--- config.mk ---
export PLATFORM = sky130hd
export DESIGN_NAME = wdk_keepalive_host_flat
export DESIGN_NICKNAME = d
export VERILOG_FILES = /design/src/wdk_pkg.sv /design/src/wdk_io_if.sv /design/src/wdk_keepalive_host.sv /design/src/wdk_period_tick.sv /design/src/flat_wrapper.sv
export VERILOG_INCLUDE_DIRS = /design/src
export SDC_FILE = /design/constraint.sdc
export NUM_CORES = 1
export LEC_CHECK = 0
export ABC_AREA = 1
export BUFFER_PORTS_ARGS = -buffer_cell sky130_fd_sc_hd__buf_2
export CAP_MARGIN = 30
export CELL_PAD_IN_SITES_DETAIL_PLACEMENT = 1
export CELL_PAD_IN_SITES_GLOBAL_PLACEMENT = 2
export CORE_MARGIN = 2
export CORE_UTILIZATION = 38
export DETAILED_ROUTE_END_ITERATION = 10
export GPL_TIMING_DRIVEN = 1
export PLACE_DENSITY = 0.89
export SLEW_MARGIN = 20
export SYNTH_ARGS = -nofsm -noshare
export SYNTH_HDL_FRONTEND = slang
export SYNTH_SLANG_ARGS = --single-unit
--- constraint.sdc ---
create_clock -name clock_in -period 4.84 [get_ports clock_in]
set_clock_uncertainty 0.05 [all_clocks]
set_input_delay 0.968 -clock clock_in [delete_from_list [all_inputs] [get_ports clock_in]]
set_output_delay 0.968 -clock clock_in [all_outputs]
set_load 0.01 [all_outputs]
--- src/wdk_defines.svh ---
// Purpose: constants for the watchdog keep-alive pair (counter end and supervisor end)
// Assumes: 20 MHz clock_in on both ends
// Notes:   the counter end sits behind two clear ports on the processor i/o bus
//
// How it works
// - ten-bit counter advances on each slow tick
// - counter top bit rising resets the processor
// - roughly 67 seconds from clear to reset
// - counter clears only after both ports accessed
// - a second instance is cleared only by the bench's own port accesses
// - supervisor runs faster than the hardware timeout
// - override flag forces clear accesses every run
// - zero count-down stops the clear accesses unless the override flag is set
// - loop count advance reloads the count-down
// - returning health packet bumps loop count
`ifndef WDK_DEFINES_SVH
`define WDK_DEFINES_SVH

`define WDK_CLK_HZ          64'd20000000
// slow timebase, in millihertz so the fraction survives
`define WDK_TICK_MILLIHZ    64'd7629
`define WDK_TICK_CYCLES     ((`WDK_CLK_HZ * 64'd1000) / `WDK_TICK_MILLIHZ)
// nominal timeout in seconds: 512 ticks of the slow timebase
`define WDK_TIMEOUT_S       67
`define WDK_CNT_W           10
`define WDK_CNT_TOP         (`WDK_CNT_W - 1)
// supervisor run interval, well under the hardware timeout
`define WDK_RUN_MS          64'd1000
`define WDK_RUN_CYCLES      ((`WDK_CLK_HZ / 64'd1000) * `WDK_RUN_MS)

// clear ports on the processor i/o bus
`define WDK_CLR_PORT_A      8'h40
`define WDK_CLR_PORT_B      8'h41

// supervisor register map
`define WDK_REG_CTRL        4'h0
`define WDK_REG_STATUS      4'h1
`define WDK_REG_MASK        4'h2
`define WDK_REG_LOOP        4'h3
`define WDK_REG_RELOAD      4'h4
`define WDK_REG_COUNTDOWN   4'h5
`define WDK_CTRL_OVERRIDE   0
`define WDK_CTRL_ENABLE     1
`define WDK_CTRL_RST        16'h0002
`define WDK_RELOAD_RST      16'h000a
`define WDK_EV_W            4
`define WDK_EV_EXPIRED      0
`define WDK_EV_LOOP         1
`define WDK_EV_PROC_RESET   2
`define WDK_EV_REFRESH      3

`endif

--- src/wdk_pkg.sv ---
// Purpose: shared types for the watchdog keep-alive pair
// Assumes: constants come from wdk_defines.svh
// Notes:   types only
package wdk_pkg;

  typedef enum logic [1:0] {
    wdk_st_idle,
    wdk_st_wr_a,
    wdk_st_wr_b
  } wdk_host_state_t;

  typedef logic [7:0]  wdk_port_t;
  typedef logic [15:0] wdk_word_t;

endpackage

--- src/wdk_io_if.sv ---
// Purpose: processor i/o port bus between supervisor and watchdog counter
// Assumes: both ends on clock_in
// Notes:   io_wr is a one-cycle port access strobe
`timescale 1ns/1ps
interface wdk_io_if;
  logic [7:0] io_addr;
  logic       io_wr;
  logic       proc_reset;

  modport device (
    input  io_addr,
    input  io_wr,
    output proc_reset
  );

  modport host (
    output io_addr,
    output io_wr,
    input  proc_reset
  );
endinterface

--- src/wdk_keepalive_host.sv ---
// Purpose: keep-alive supervisor that refreshes the watchdog clear ports
// Assumes: health packets return as one-cycle pulses on the same clock
// Notes:   registers on a plain port, read data one cycle after the strobe
//
// The implementer's own choices: strobed register access and the register offsets.
`timescale 1ns/1ps
`include "wdk_defines.svh"
module wdk_keepalive_host
  import wdk_pkg::*;
#(
  parameter int unsigned RUN_CYCLES = 32'(`WDK_RUN_CYCLES)
) (
  input  wire logic        clock_in,
  input  wire logic        rstn_in,
  wdk_io_if.host           io,
  input  wire logic [3:0]  reg_addr_in,
  input  wire logic [15:0] reg_wdata_in,
  input  wire logic        reg_wr_in,
  input  wire logic        reg_rd_in,
  input  wire logic        packet_return_in,
  output logic [15:0]      reg_rdata_out,
  output logic             irq_out,
  output logic             packet_issue_out
);
  logic                  run_tick;

  // control and timer state
  logic                  override_reg;
  logic                  override_next;
  logic                  enable_reg;
  logic                  enable_next;
  wdk_word_t             reload_reg;
  wdk_word_t             reload_next;
  wdk_word_t             countdown_reg;
  wdk_word_t             countdown_next;
  wdk_word_t             loop_count_reg;
  wdk_word_t             loop_count_next;
  wdk_word_t             loop_seen_reg;
  wdk_word_t             loop_seen_next;
  logic                  issue_next;

  // port refresh sequencer
  wdk_host_state_t       state_reg;
  wdk_host_state_t       state_next;
  wdk_port_t             io_addr_reg;
  wdk_port_t             io_addr_next;
  logic                  io_wr_reg;
  logic                  io_wr_next;

  // event and register port state
  logic [`WDK_EV_W-1:0]  status_reg;
  logic [`WDK_EV_W-1:0]  status_next;
  logic [`WDK_EV_W-1:0]  mask_reg;
  logic [`WDK_EV_W-1:0]  mask_next;
  logic [`WDK_EV_W-1:0]  ev_set;
  logic [`WDK_EV_W-1:0]  ev_clr;
  wdk_word_t             rdata_next;
  logic                  irq_next;
  logic                  wr_ctrl;
  logic                  wr_status;
  logic                  wr_mask;
  logic                  wr_reload;
  logic                  loop_adv;
  logic                  refresh_ok;
  logic                  expire_now;

  // run interval must stay below the hardware timeout
  wdk_period_tick #(
    .PERIOD (RUN_CYCLES)
  ) u_run (
    .clock_in (clock_in),
    .rstn_in  (rstn_in),
    .tick_out (run_tick)
  );

  // keep-alive timers
  always_comb
  begin
    wr_ctrl   = reg_wr_in && (reg_addr_in == `WDK_REG_CTRL);
    wr_reload = reg_wr_in && (reg_addr_in == `WDK_REG_RELOAD);
    override_next = wr_ctrl ? reg_wdata_in[`WDK_CTRL_OVERRIDE] : override_reg;
    enable_next   = wr_ctrl ? reg_wdata_in[`WDK_CTRL_ENABLE] : enable_reg;
    reload_next   = wr_reload ? reg_wdata_in : reload_reg;

    // one time update per run sends a health packet round the loop
    issue_next      = run_tick && enable_reg;
    loop_count_next = packet_return_in ? loop_count_reg + 16'h0001 : loop_count_reg;
    loop_adv        = (loop_count_reg != loop_seen_reg);
    loop_seen_next  = loop_count_reg;

    // a stalled loop lets the count-down run out
    expire_now     = 1'b0;
    countdown_next = countdown_reg;
    if (loop_adv || io.proc_reset)
      countdown_next = reload_reg;
    else if (run_tick && enable_reg && (countdown_reg != 16'h0000))
    begin
      countdown_next = countdown_reg - 16'h0001;
      expire_now     = (countdown_reg == 16'h0001);
    end
  end

  always_ff @(posedge clock_in or negedge rstn_in)
  begin
    if (!rstn_in)
    begin
      override_reg     <= 1'b0;
      enable_reg       <= 1'b1;
      reload_reg       <= `WDK_RELOAD_RST;
      countdown_reg    <= `WDK_RELOAD_RST;
      loop_count_reg   <= 16'h0000;
      loop_seen_reg    <= 16'h0000;
      packet_issue_out <= 1'b0;
    end
    else
    begin
      override_reg     <= override_next;
      enable_reg       <= enable_next;
      reload_reg       <= reload_next;
      countdown_reg    <= countdown_next;
      loop_count_reg   <= loop_count_next;
      loop_seen_reg    <= loop_seen_next;
      packet_issue_out <= issue_next;
    end
  end

  // port refresh: both clear ports, one access each, back to back
  always_comb
  begin
    // override refreshes every run; otherwise only while count-down runs
    refresh_ok   = override_reg || (enable_reg && (countdown_reg != 16'h0000));
    state_next   = state_reg;
    io_addr_next = io_addr_reg;
    io_wr_next   = 1'b0;
    case (state_reg)
      wdk_st_idle:
      begin
        if (run_tick && refresh_ok)
        begin
          state_next   = wdk_st_wr_a;
          io_addr_next = `WDK_CLR_PORT_A;
          io_wr_next   = 1'b1;
        end
      end
      wdk_st_wr_a:
      begin
        state_next   = wdk_st_wr_b;
        io_addr_next = `WDK_CLR_PORT_B;
        io_wr_next   = 1'b1;
      end
      wdk_st_wr_b:
      begin
        state_next   = wdk_st_idle;
        io_addr_next = 8'h00;
      end
      default:
      begin
        state_next   = wdk_st_idle;
        io_addr_next = 8'h00;
      end
    endcase
  end

  always_ff @(posedge clock_in or negedge rstn_in)
  begin
    if (!rstn_in)
    begin
      state_reg   <= wdk_st_idle;
      io_addr_reg <= 8'h00;
      io_wr_reg   <= 1'b0;
    end
    else
    begin
      state_reg   <= state_next;
      io_addr_reg <= io_addr_next;
      io_wr_reg   <= io_wr_next;
    end
  end

  assign io.io_addr = io_addr_reg;
  assign io.io_wr   = io_wr_reg;

  // events, mask, interrupt and read port
  always_comb
  begin
    wr_status = reg_wr_in && (reg_addr_in == `WDK_REG_STATUS);
    wr_mask   = reg_wr_in && (reg_addr_in == `WDK_REG_MASK);
    ev_set                      = '0;
    ev_set[`WDK_EV_EXPIRED]     = expire_now;
    ev_set[`WDK_EV_LOOP]        = loop_adv;
    ev_set[`WDK_EV_PROC_RESET]  = io.proc_reset;
    ev_set[`WDK_EV_REFRESH]     = (state_reg == wdk_st_wr_b);
    ev_clr      = wr_status ? reg_wdata_in[`WDK_EV_W-1:0] : '0;
    // a new event in the clearing cycle survives the write
    status_next = (status_reg & ~ev_clr) | ev_set;
    mask_next   = wr_mask ? reg_wdata_in[`WDK_EV_W-1:0] : mask_reg;
    irq_next    = |(status_next & mask_next);
    rdata_next  = 16'h0000;
    if (reg_rd_in)
    begin
      case (reg_addr_in)
        `WDK_REG_CTRL:      rdata_next = {14'h0000, enable_reg, override_reg};
        `WDK_REG_STATUS:    rdata_next = {12'h000, status_reg};
        `WDK_REG_MASK:      rdata_next = {12'h000, mask_reg};
        `WDK_REG_LOOP:      rdata_next = loop_count_reg;
        `WDK_REG_RELOAD:    rdata_next = reload_reg;
        `WDK_REG_COUNTDOWN: rdata_next = countdown_reg;
        default:            rdata_next = 16'h0000;
      endcase
    end
  end

  always_ff @(posedge clock_in or negedge rstn_in)
  begin
    if (!rstn_in)
    begin
      status_reg    <= '0;
      mask_reg      <= '0;
      irq_out       <= 1'b0;
      reg_rdata_out <= 16'h0000;
    end
    else
    begin
      status_reg    <= status_next;
      mask_reg      <= mask_next;
      irq_out       <= irq_next;
      reg_rdata_out <= rdata_next;
    end
  end
endmodule

--- src/wdk_period_tick.sv ---
// Purpose: one-cycle tick every PERIOD clocks
// Assumes: PERIOD of at least 1
// Notes:   free running from reset
`timescale 1ns/1ps
module wdk_period_tick #(
  parameter int unsigned PERIOD = 32'd2621575
) (
  input  wire logic clock_in,
  input  wire logic rstn_in,
  output logic      tick_out
);
  logic [31:0] cnt_reg;
  logic [31:0] cnt_next;
  logic        tick_next;

  always_comb
  begin
    tick_next = (cnt_reg == PERIOD - 32'd1);
    cnt_next  = tick_next ? 32'h0000_0000 : cnt_reg + 32'h0000_0001;
  end

  always_ff @(posedge clock_in or negedge rstn_in)
  begin
    if (!rstn_in)
    begin
      cnt_reg  <= 32'h0000_0000;
      tick_out <= 1'b0;
    end
    else
    begin
      cnt_reg  <= cnt_next;
      tick_out <= tick_next;
    end
  end
endmodule

--- src/flat_wrapper.sv ---
// flat-port wrapper written by rule: the top's interface ports become plain ports
module wdk_keepalive_host_flat import wdk_pkg::*;
#(
  parameter int unsigned RUN_CYCLES = 32'(`WDK_RUN_CYCLES)
)
  (clock_in, rstn_in, reg_addr_in, reg_wdata_in, reg_wr_in, reg_rd_in, packet_return_in, reg_rdata_out, irq_out, packet_issue_out, io_io_addr, io_io_wr, io_proc_reset);
  wdk_io_if io_i ();
  input  wire logic clock_in;
  input  wire logic rstn_in;
  input  wire logic [3:0] reg_addr_in;
  input  wire logic [15:0] reg_wdata_in;
  input  wire logic reg_wr_in;
  input  wire logic reg_rd_in;
  input  wire logic packet_return_in;
  output logic [15:0] reg_rdata_out;
  output logic irq_out;
  output logic packet_issue_out;
  output wire logic [$bits(io_i.io_addr)-1:0] io_io_addr;
  output wire logic [$bits(io_i.io_wr)-1:0] io_io_wr;
  input wire logic [$bits(io_i.proc_reset)-1:0] io_proc_reset;
  assign io_io_addr = io_i.io_addr;
  assign io_io_wr = io_i.io_wr;
  assign io_i.proc_reset = io_proc_reset;
  wdk_keepalive_host #(.RUN_CYCLES(RUN_CYCLES)) u_core (.clock_in(clock_in), .rstn_in(rstn_in), .io(io_i), .reg_addr_in(reg_addr_in), .reg_wdata_in(reg_wdata_in), .reg_wr_in(reg_wr_in), .reg_rd_in(reg_rd_in), .packet_return_in(packet_return_in), .reg_rdata_out(reg_rdata_out), .irq_out(irq_out), .packet_issue_out(packet_issue_out));
endmodule
# Word-level counts from Yosys, hierarchy flattened
# Cells that the tools add are included.
totals:
  n_memories: 0
  elab_cells: 64
  latchBits: 0
  rom_bits: 0
  ram_bits: 0
  ff_bits: 136
  out_inout_bits: 27
op_classes:
  n_reduce_logical: 15
  n_shift: 0
  bitwise: 4
  order_cmp: 0
  muxes: 15
  div_mod_pow: 0
  mul: 0
  addsub: 3
  eq_ne: 11
ops:
  columns: ["op", "count"]
  rows:
  - ["$pmux 16 s6", 1]
  - ["$mux 16", 3]
  - ["$add 32x1->32 const B", 1]
  - ["$eq 32x25->1 const B", 1]
  - ["$mux 32", 1]
  - ["$add 16x1->16 const B", 1]
  - ["$eq 16x1->1 const B", 1]
  - ["$ne 16x16->1", 1]
  - ["$pmux 8 s2", 1]
  - ["$reduce_bool 16->1", 1]
  - ["$sub 16x1->16 const B", 1]
  - ["$and 4x4->4", 2]
  - ["$eq 4x2->1 const B", 2]
  - ["$eq 4x3->1 const B", 2]
  - ["$logic_and 1x1->1", 8]
  - ["$mux 4", 2]
  - ["$mux 8", 1]
  - ["$eq 4x1->1 const B", 1]
  - ["$logic_not 4->1", 1]
  - ["$not 4->4", 1]
  - ["$or 4x4->4", 1]
  - ["$pmux 2 s2", 1]
  - ["$reduce_or 4->1", 1]
  - ["$mux 1", 3]
  - ["other kinds (8)", 9]

# Longest topological paths before layout
depth:
  word_depth: 8
  mapped_depth: 12
  mapped_depth_nobuf: 11

# Hierarchy
# From an unflattened synthesis, not the netlist that was laid out.
hier_totals:
  cells_unflattened: 861
  area_unflattened_um2: 6708.9
by_module_without_submodules:
  columns: ["module", "instances", "cells_each", "area_per_inst_um2", "seq_area_each_um2"]
  rows:
  - ["wdk_keepalive_host", 1, 575, 4788.3, 2408.6]
  - ["wdk_period_tick", 1, 286, 1920.6, 825.8]

# Worst setup path after synthesis
# No wires, ideal clock.
synth_path:
  path_kind: "input to register"
  startpoint: "in reg_addr_in[2]"
  endpoint: "reg u_core.reload_reg[10]"
  arrival_time_ps: 1892
  cell_stages: 7
  setup_slack_ps: 2773
  required_ps: 4665
  path_buffers: 1
  cell_sequence: "inv_1 > nor2_1 > nand2_1 > clkinv_1 > nand2_1 > buf_2 > mux2_2"
synth_between:
  elab_chain_cells: 2
synth_lines:
  columns: ["item", "line", "source"]
  rows:
  - ["start, declared", "flat_wrapper.sv:10", "input wire logic [3:0] reg_addr_in;"]
  - ["$eq 4x3->1 (no line)", null, null]
  - ["$logic_and 1x1->1", "wdk_keepalive_host.sv:80", "wr_reload = reg_wr_in && (reg_addr_in == `WDK_REG_RELOAD);"]
  - ["end signal, assigned", "wdk_keepalive_host.sv:109", "reload_reg <= `WDK_RELOAD_RST;"]
  - ["end signal, assigned", "wdk_keepalive_host.sv:119", "reload_reg <= reload_next;"]
  - ["end, declared", "wdk_keepalive_host.sv:32", "wdk_word_t reload_reg;"]
# Every way passes these cells.
# A chain may end at the register's enable or synchronous reset.

# Worst setup path in the final report
layout_path:
  startpoint: "in reg_addr_in[3]"
  endpoint: "reg u_core.reg_rdata_out[11]"
layout_between:
  elab_chain_cells: 3
layout_lines:
  columns: ["item", "line", "source"]
  rows:
  - ["$eq 4x3->1 (tied with other cells)", "wdk_keepalive_host.sv:201", "case (reg_addr_in)"]
  - ["$pmux 16 s6 *", "wdk_keepalive_host.sv:201", null]
  - ["$mux 16 *", "wdk_keepalive_host.sv:199", "if (reg_rd_in)"]
  - ["named net u_core.rdata_next[11]", "wdk_keepalive_host.sv:57", "wdk_word_t rdata_next;"]
  - ["end signal, assigned", "wdk_keepalive_host.sv:227", "reg_rdata_out <= rdata_next;"]
  - ["end, declared", "wdk_keepalive_host.sv:21", "output logic [15:0] reg_rdata_out,"]
# The timed path passes the listed nets; every way through them passes the cells marked *.

==> metrics.sh <==
GRT_UTIL_MET2=0.344
TIMING.CRITICAL_PATH.ARRIVAL_PS=2920
HTREE_LEVELS=4
POSTCTSRESIZEDCELLS=0
POST_SYNTH_AND_OR_NAND_NOR_AREA_FRACTION=0.288
TIMING_WORST_SLEW_PIN_VALUE_PS=732
TIMING.FINAL.MAX_SLEW_VIOLATIONS=0
PLACEMENT.SETUP.WORST_SLACK_PS=1860
GRT_PASS1_VIAS=5725
CORE_AREA_UM2=17200
R2R_CELLS=11
TIMING.CRITICAL_PATH.CELLS='buf_2 > nor2_1 > nand3_1 > inv_1 > nand2_1 > o211ai_1 > nand2_1 > inv_1'
CRITPATHREQUIREDTIME_PS=5150
SYNTH_XOR_XNOR_AREA_SHARE=0.0451
NETS=926
HOLDPATHSTAGES=0
POST_SYNTH_MUX_AREA_SHARE=0.0204
FINAL_DESIGN_AREA_NO_FILL_UM2=7690
GLOBAL_ROUTE.USAGE.MET3=0.0350
PLACEMENT.IO_BUFFERS=46
START_KIND='primary input'
SYNTHCELLS=843
MAX_CAP_VIOLATIONS=0
WL_PER_CELL_UM=16.2
FIRST_ITER_VIOLATIONS=208
WIRE_LENGTH_OF_THE_FIRST_GLOBAL_ROUTING_PASS_UM=29700
SYNTHESIS.AREA_UM2=6610
YOSYS_REGISTER_BITS=129
SYNTH_WARNINGS=0
SEQUENTIAL_CELL_AREA_IN_THE_FINAL_LAYOUT_UM2=3230
DIEAREA_UM2=18500
SYNTH-COMPOUND-AREA-SHARE=0.0540
HOLD_PATH.CLASS='flop to flop'
DETAIL_ROUTE.FIRST_PASS.ITERATIONS=4
R2R_SETUP_SLACK_PS=2230
FINALSETUPVIOLATIONS=0
TOTALPOWERFINAL_mW=3.40
FLIP_FLOP_COUNT_OF_THE_LARGEST_REGISTER_AFTER_LAYOUT=32
SYNTH_CELL_TYPE_COUNT=33
IO_PINS=53
SYNTH_ADDER_AREA_SHARE=0.00947
TIMING.CRITICAL_PATH.FANOUT_MAX=14
WIRE_LENGTH_REPORTED_BY_THE_DETAILED_ROUTER_UM=18300
ROUTE.VIAS.TOTAL=5613
DRC_ERRORS=0
LEAKAGE_nW=3.91
POSTCTSHOLDBUFS=0
SYNTH.AVG_CELL_AREA_UM2=7.84
MAX-CLOCK-PATH-BUFFERS=2
TIMING.FINAL.WS_SETUP_PS=2230
FINISH.CELL_COUNT_WITHOUT_FILLERS=1133
DIE-HEIGHT_UM=136
START_UTIL=0.385
HOLD_PATH.STARTPOINT='u_core.loop_count_reg[14]'
FMAX_MHz=382
FLOORPLAN.DIE.WIDTH_UM=136
MULTIINPUTGATEAREA_UM2=2780
MIN_TO='u_core.loop_seen_reg[14]'
DOMINANT_COMBINATIONAL_CELL_FAMILY_BY_AREA_AFTER_SYNTHESIS='simple AND/OR/NAND/NOR gates'
TIMING.MAX_SLEW.REL_SLACK=0.511
SYNTHTOLAYOUTAREAGROWTH_PCT=16.4
PEAK_SUPPLY_DROP_uV=310
CP-STARTPOINT='reg_addr_in[3]'
OUTCOME='finished, final reports clean'
ROUTE.ANTENNA.REMAINING_NETS=0
ANTENNA_FOUND_INITIAL=0
GRT-BUSIEST-LAYER='met2'
TIMING.RR.START='u_core.loop_count_reg[14]'
PLACED_CELLS_INCL_TAPS=1100
USE_MET1=0.288
PATH_CLASS='primary input to flop'
CTS-BUFFERS-INSERTED=17
CLK_PIN_SLEW_PS=50
POST_DP_CELL_AREA_UM2=7030
HOLDWS_PS=380
COUNT_OF_BUFFERING_CELLS_ON_THE_CRITICAL_PATH_WITH_INVERTERS_INCLUDED=3
FINAL_LAYOUT_SIZE_SUFFIX_GT1_FRAC=0.122
HOLD_VIOLATIONS=0
FINAL_UTIL=0.448
CLOCK-ROOT-BUFFER='sky130_fd_sc_hd__clkbuf_16'
SETUP_TOTAL_NEGATIVE_SLACK_PS=0
FILLER_CELL_COUNT=2140
WORST_PATH_MAX_DELAY_CELL='sky130_fd_sc_hd__nand3_1'
CRITPATHTOPFAMILY='simple AND/OR/NAND/NOR gates'
CTS_TREE='done'
GRT_START_MAX_NET_PINS=102
POST_DRT_VIA_CELL_RATIO=4.95
CTS_SINKS=129
ANTENNADIODECOUNT=0
POWERDENSITY_nW_PER_UM2=442
PERIOD_MINUS_SLACK_PS=2610
PLACE.DETAILED.HPWL_UM=13700
RR_ENDPOINT='u_core.countdown_reg[14]'
GLOBALPLACE.CONGESTION=0.848
SYNTH-SEQ-AREA-SHARE=0.489
TIMING.CRITICAL_PATH.TO_TYPE='flop'
GR-TOTAL-OVERFLOW=0
INSERTION_DELAY_PS=420
MIN_PERIOD_OVER_PERIOD=0.540
GLOBALROUTETOTALUTIL=0.212
ROWS=48
POST_CTS_SETUP_BUFS=0
MAX_STAGE_DELAY_PS=660
RSZ0062_AT_GRT='no'
-- routing by layer --
metal | wire length, um | part of all wire
met1 | 8850 | 0.48
met2 | 8660 | 0.47
met3 | 593 | 0.032
met5 | 0 | 0
met4 | 224 | 0.012
-- synth_stat cells --
cell type / count / share of area
sky130_fd_sc_hd__a21oi_1: 19 / 0.014
sky130_fd_sc_hd__a31oi_1: 5 / 0.0047
sky130_fd_sc_hd__buf_1: 1 / 0.00057
sky130_fd_sc_hd__buf_2: 6 / 0.0045
sky130_fd_sc_hd__buf_4: 10 / 0.011
sky130_fd_sc_hd__buf_6: 1 / 0.0017
sky130_fd_sc_hd__clkbuf_1: 3 / 0.0017
sky130_fd_sc_hd__clkinv_1: 1 / 0.00057
sky130_fd_sc_hd__conb_1: 1 / 0.00057
sky130_fd_sc_hd__dfrtp_1: 124 / 0.47
sky130_fd_sc_hd__dfstp_2: 5 / 0.020
sky130_fd_sc_hd__ha_1: 5 / 0.0095
sky130_fd_sc_hd__inv_1: 119 / 0.068
sky130_fd_sc_hd__inv_2: 9 / 0.0051
sky130_fd_sc_hd__mux2_2: 12 / 0.020
sky130_fd_sc_hd__nand2_1: 226 / 0.13
sky130_fd_sc_hd__nand3_1: 67 / 0.051
sky130_fd_sc_hd__nand3b_1: 1 / 0.0011
sky130_fd_sc_hd__nand4_1: 18 / 0.017
sky130_fd_sc_hd__nor2_1: 105 / 0.060
sky130_fd_sc_hd__nor2_2: 3 / 0.0028
sky130_fd_sc_hd__nor2_4: 1 / 0.0017
sky130_fd_sc_hd__nor3_1: 20 / 0.015
sky130_fd_sc_hd__nor3_2: 3 / 0.0045
sky130_fd_sc_hd__nor3b_1: 1 / 0.0011
sky130_fd_sc_hd__nor4_1: 6 / 0.0057
sky130_fd_sc_hd__o211ai_1: 3 / 0.0034
sky130_fd_sc_hd__o21ai_0: 20 / 0.015
sky130_fd_sc_hd__o21ai_1: 2 / 0.0015
sky130_fd_sc_hd__o221ai_1: 9 / 0.012
sky130_fd_sc_hd__o22ai_1: 3 / 0.0028
sky130_fd_sc_hd__xnor2_1: 3 / 0.0040
sky130_fd_sc_hd__xor2_1: 31 / 0.041
-- area by class of cell --
class	count	share of cell area
flip-flops and latches	129	0.420
multi-input cells	569	0.361
inverters	129	0.0629
clock buffers	21	0.0586
well taps	225	0.0366
repair buffers	49	0.0363
clock inverters	11	0.0241
-- where the power goes --
group	internal, mW	total (mW)	switching (mW)	leakage (nW)
sequential	1.25	1.43	0.181	1.64
clock	0.923	1.40	0.474	0.307
combinational	0.199	0.573	0.374	1.95
total	2.37	3.40	1.03	3.91
-- cell usage in the layout (no fill, tap or decap), drive strengths merged, types with 6 or more instances in the layout --
master,count
o21ai,22
nor2,109
a21oi,19
buf,49
xor2,31
nand4,18
conb,6
inv,128
nand3,67
dfrtp,124
mux2,12
o221ai,9
clkbuf,21
nand2,226
nor3,23
nor4,6
-- worst max-delay path by stage --
stage | end | slack [ps] | cells after the start
global route | u_core.countdown_reg[7] | 1910 | 11
finish | u_core.reg_rdata_out[11] | 2230 | 8
floorplan | u_core.reload_reg[10] | 2770 | 7
global placement | u_core.reload_reg[12] | 1930 | 6
CTS | u_core.countdown_reg[14] | 2140 | 11
detailed placement | u_core.reload_reg[12] | 1860 | 6
-- kinds of logic (layout without fill, tap and decap cells) --
kind of cell,after synthesis,in the layout
AOI/OAI and AO/OA,61,61
muxes,12,12
buffers and inverters,150,210
other,1,6
adders and majority gates,5,5
DFF,129,129
and+or+nand+nor,451,451
xor gates and xnor gates,34,34
Power figures use the tool's default switching activity.
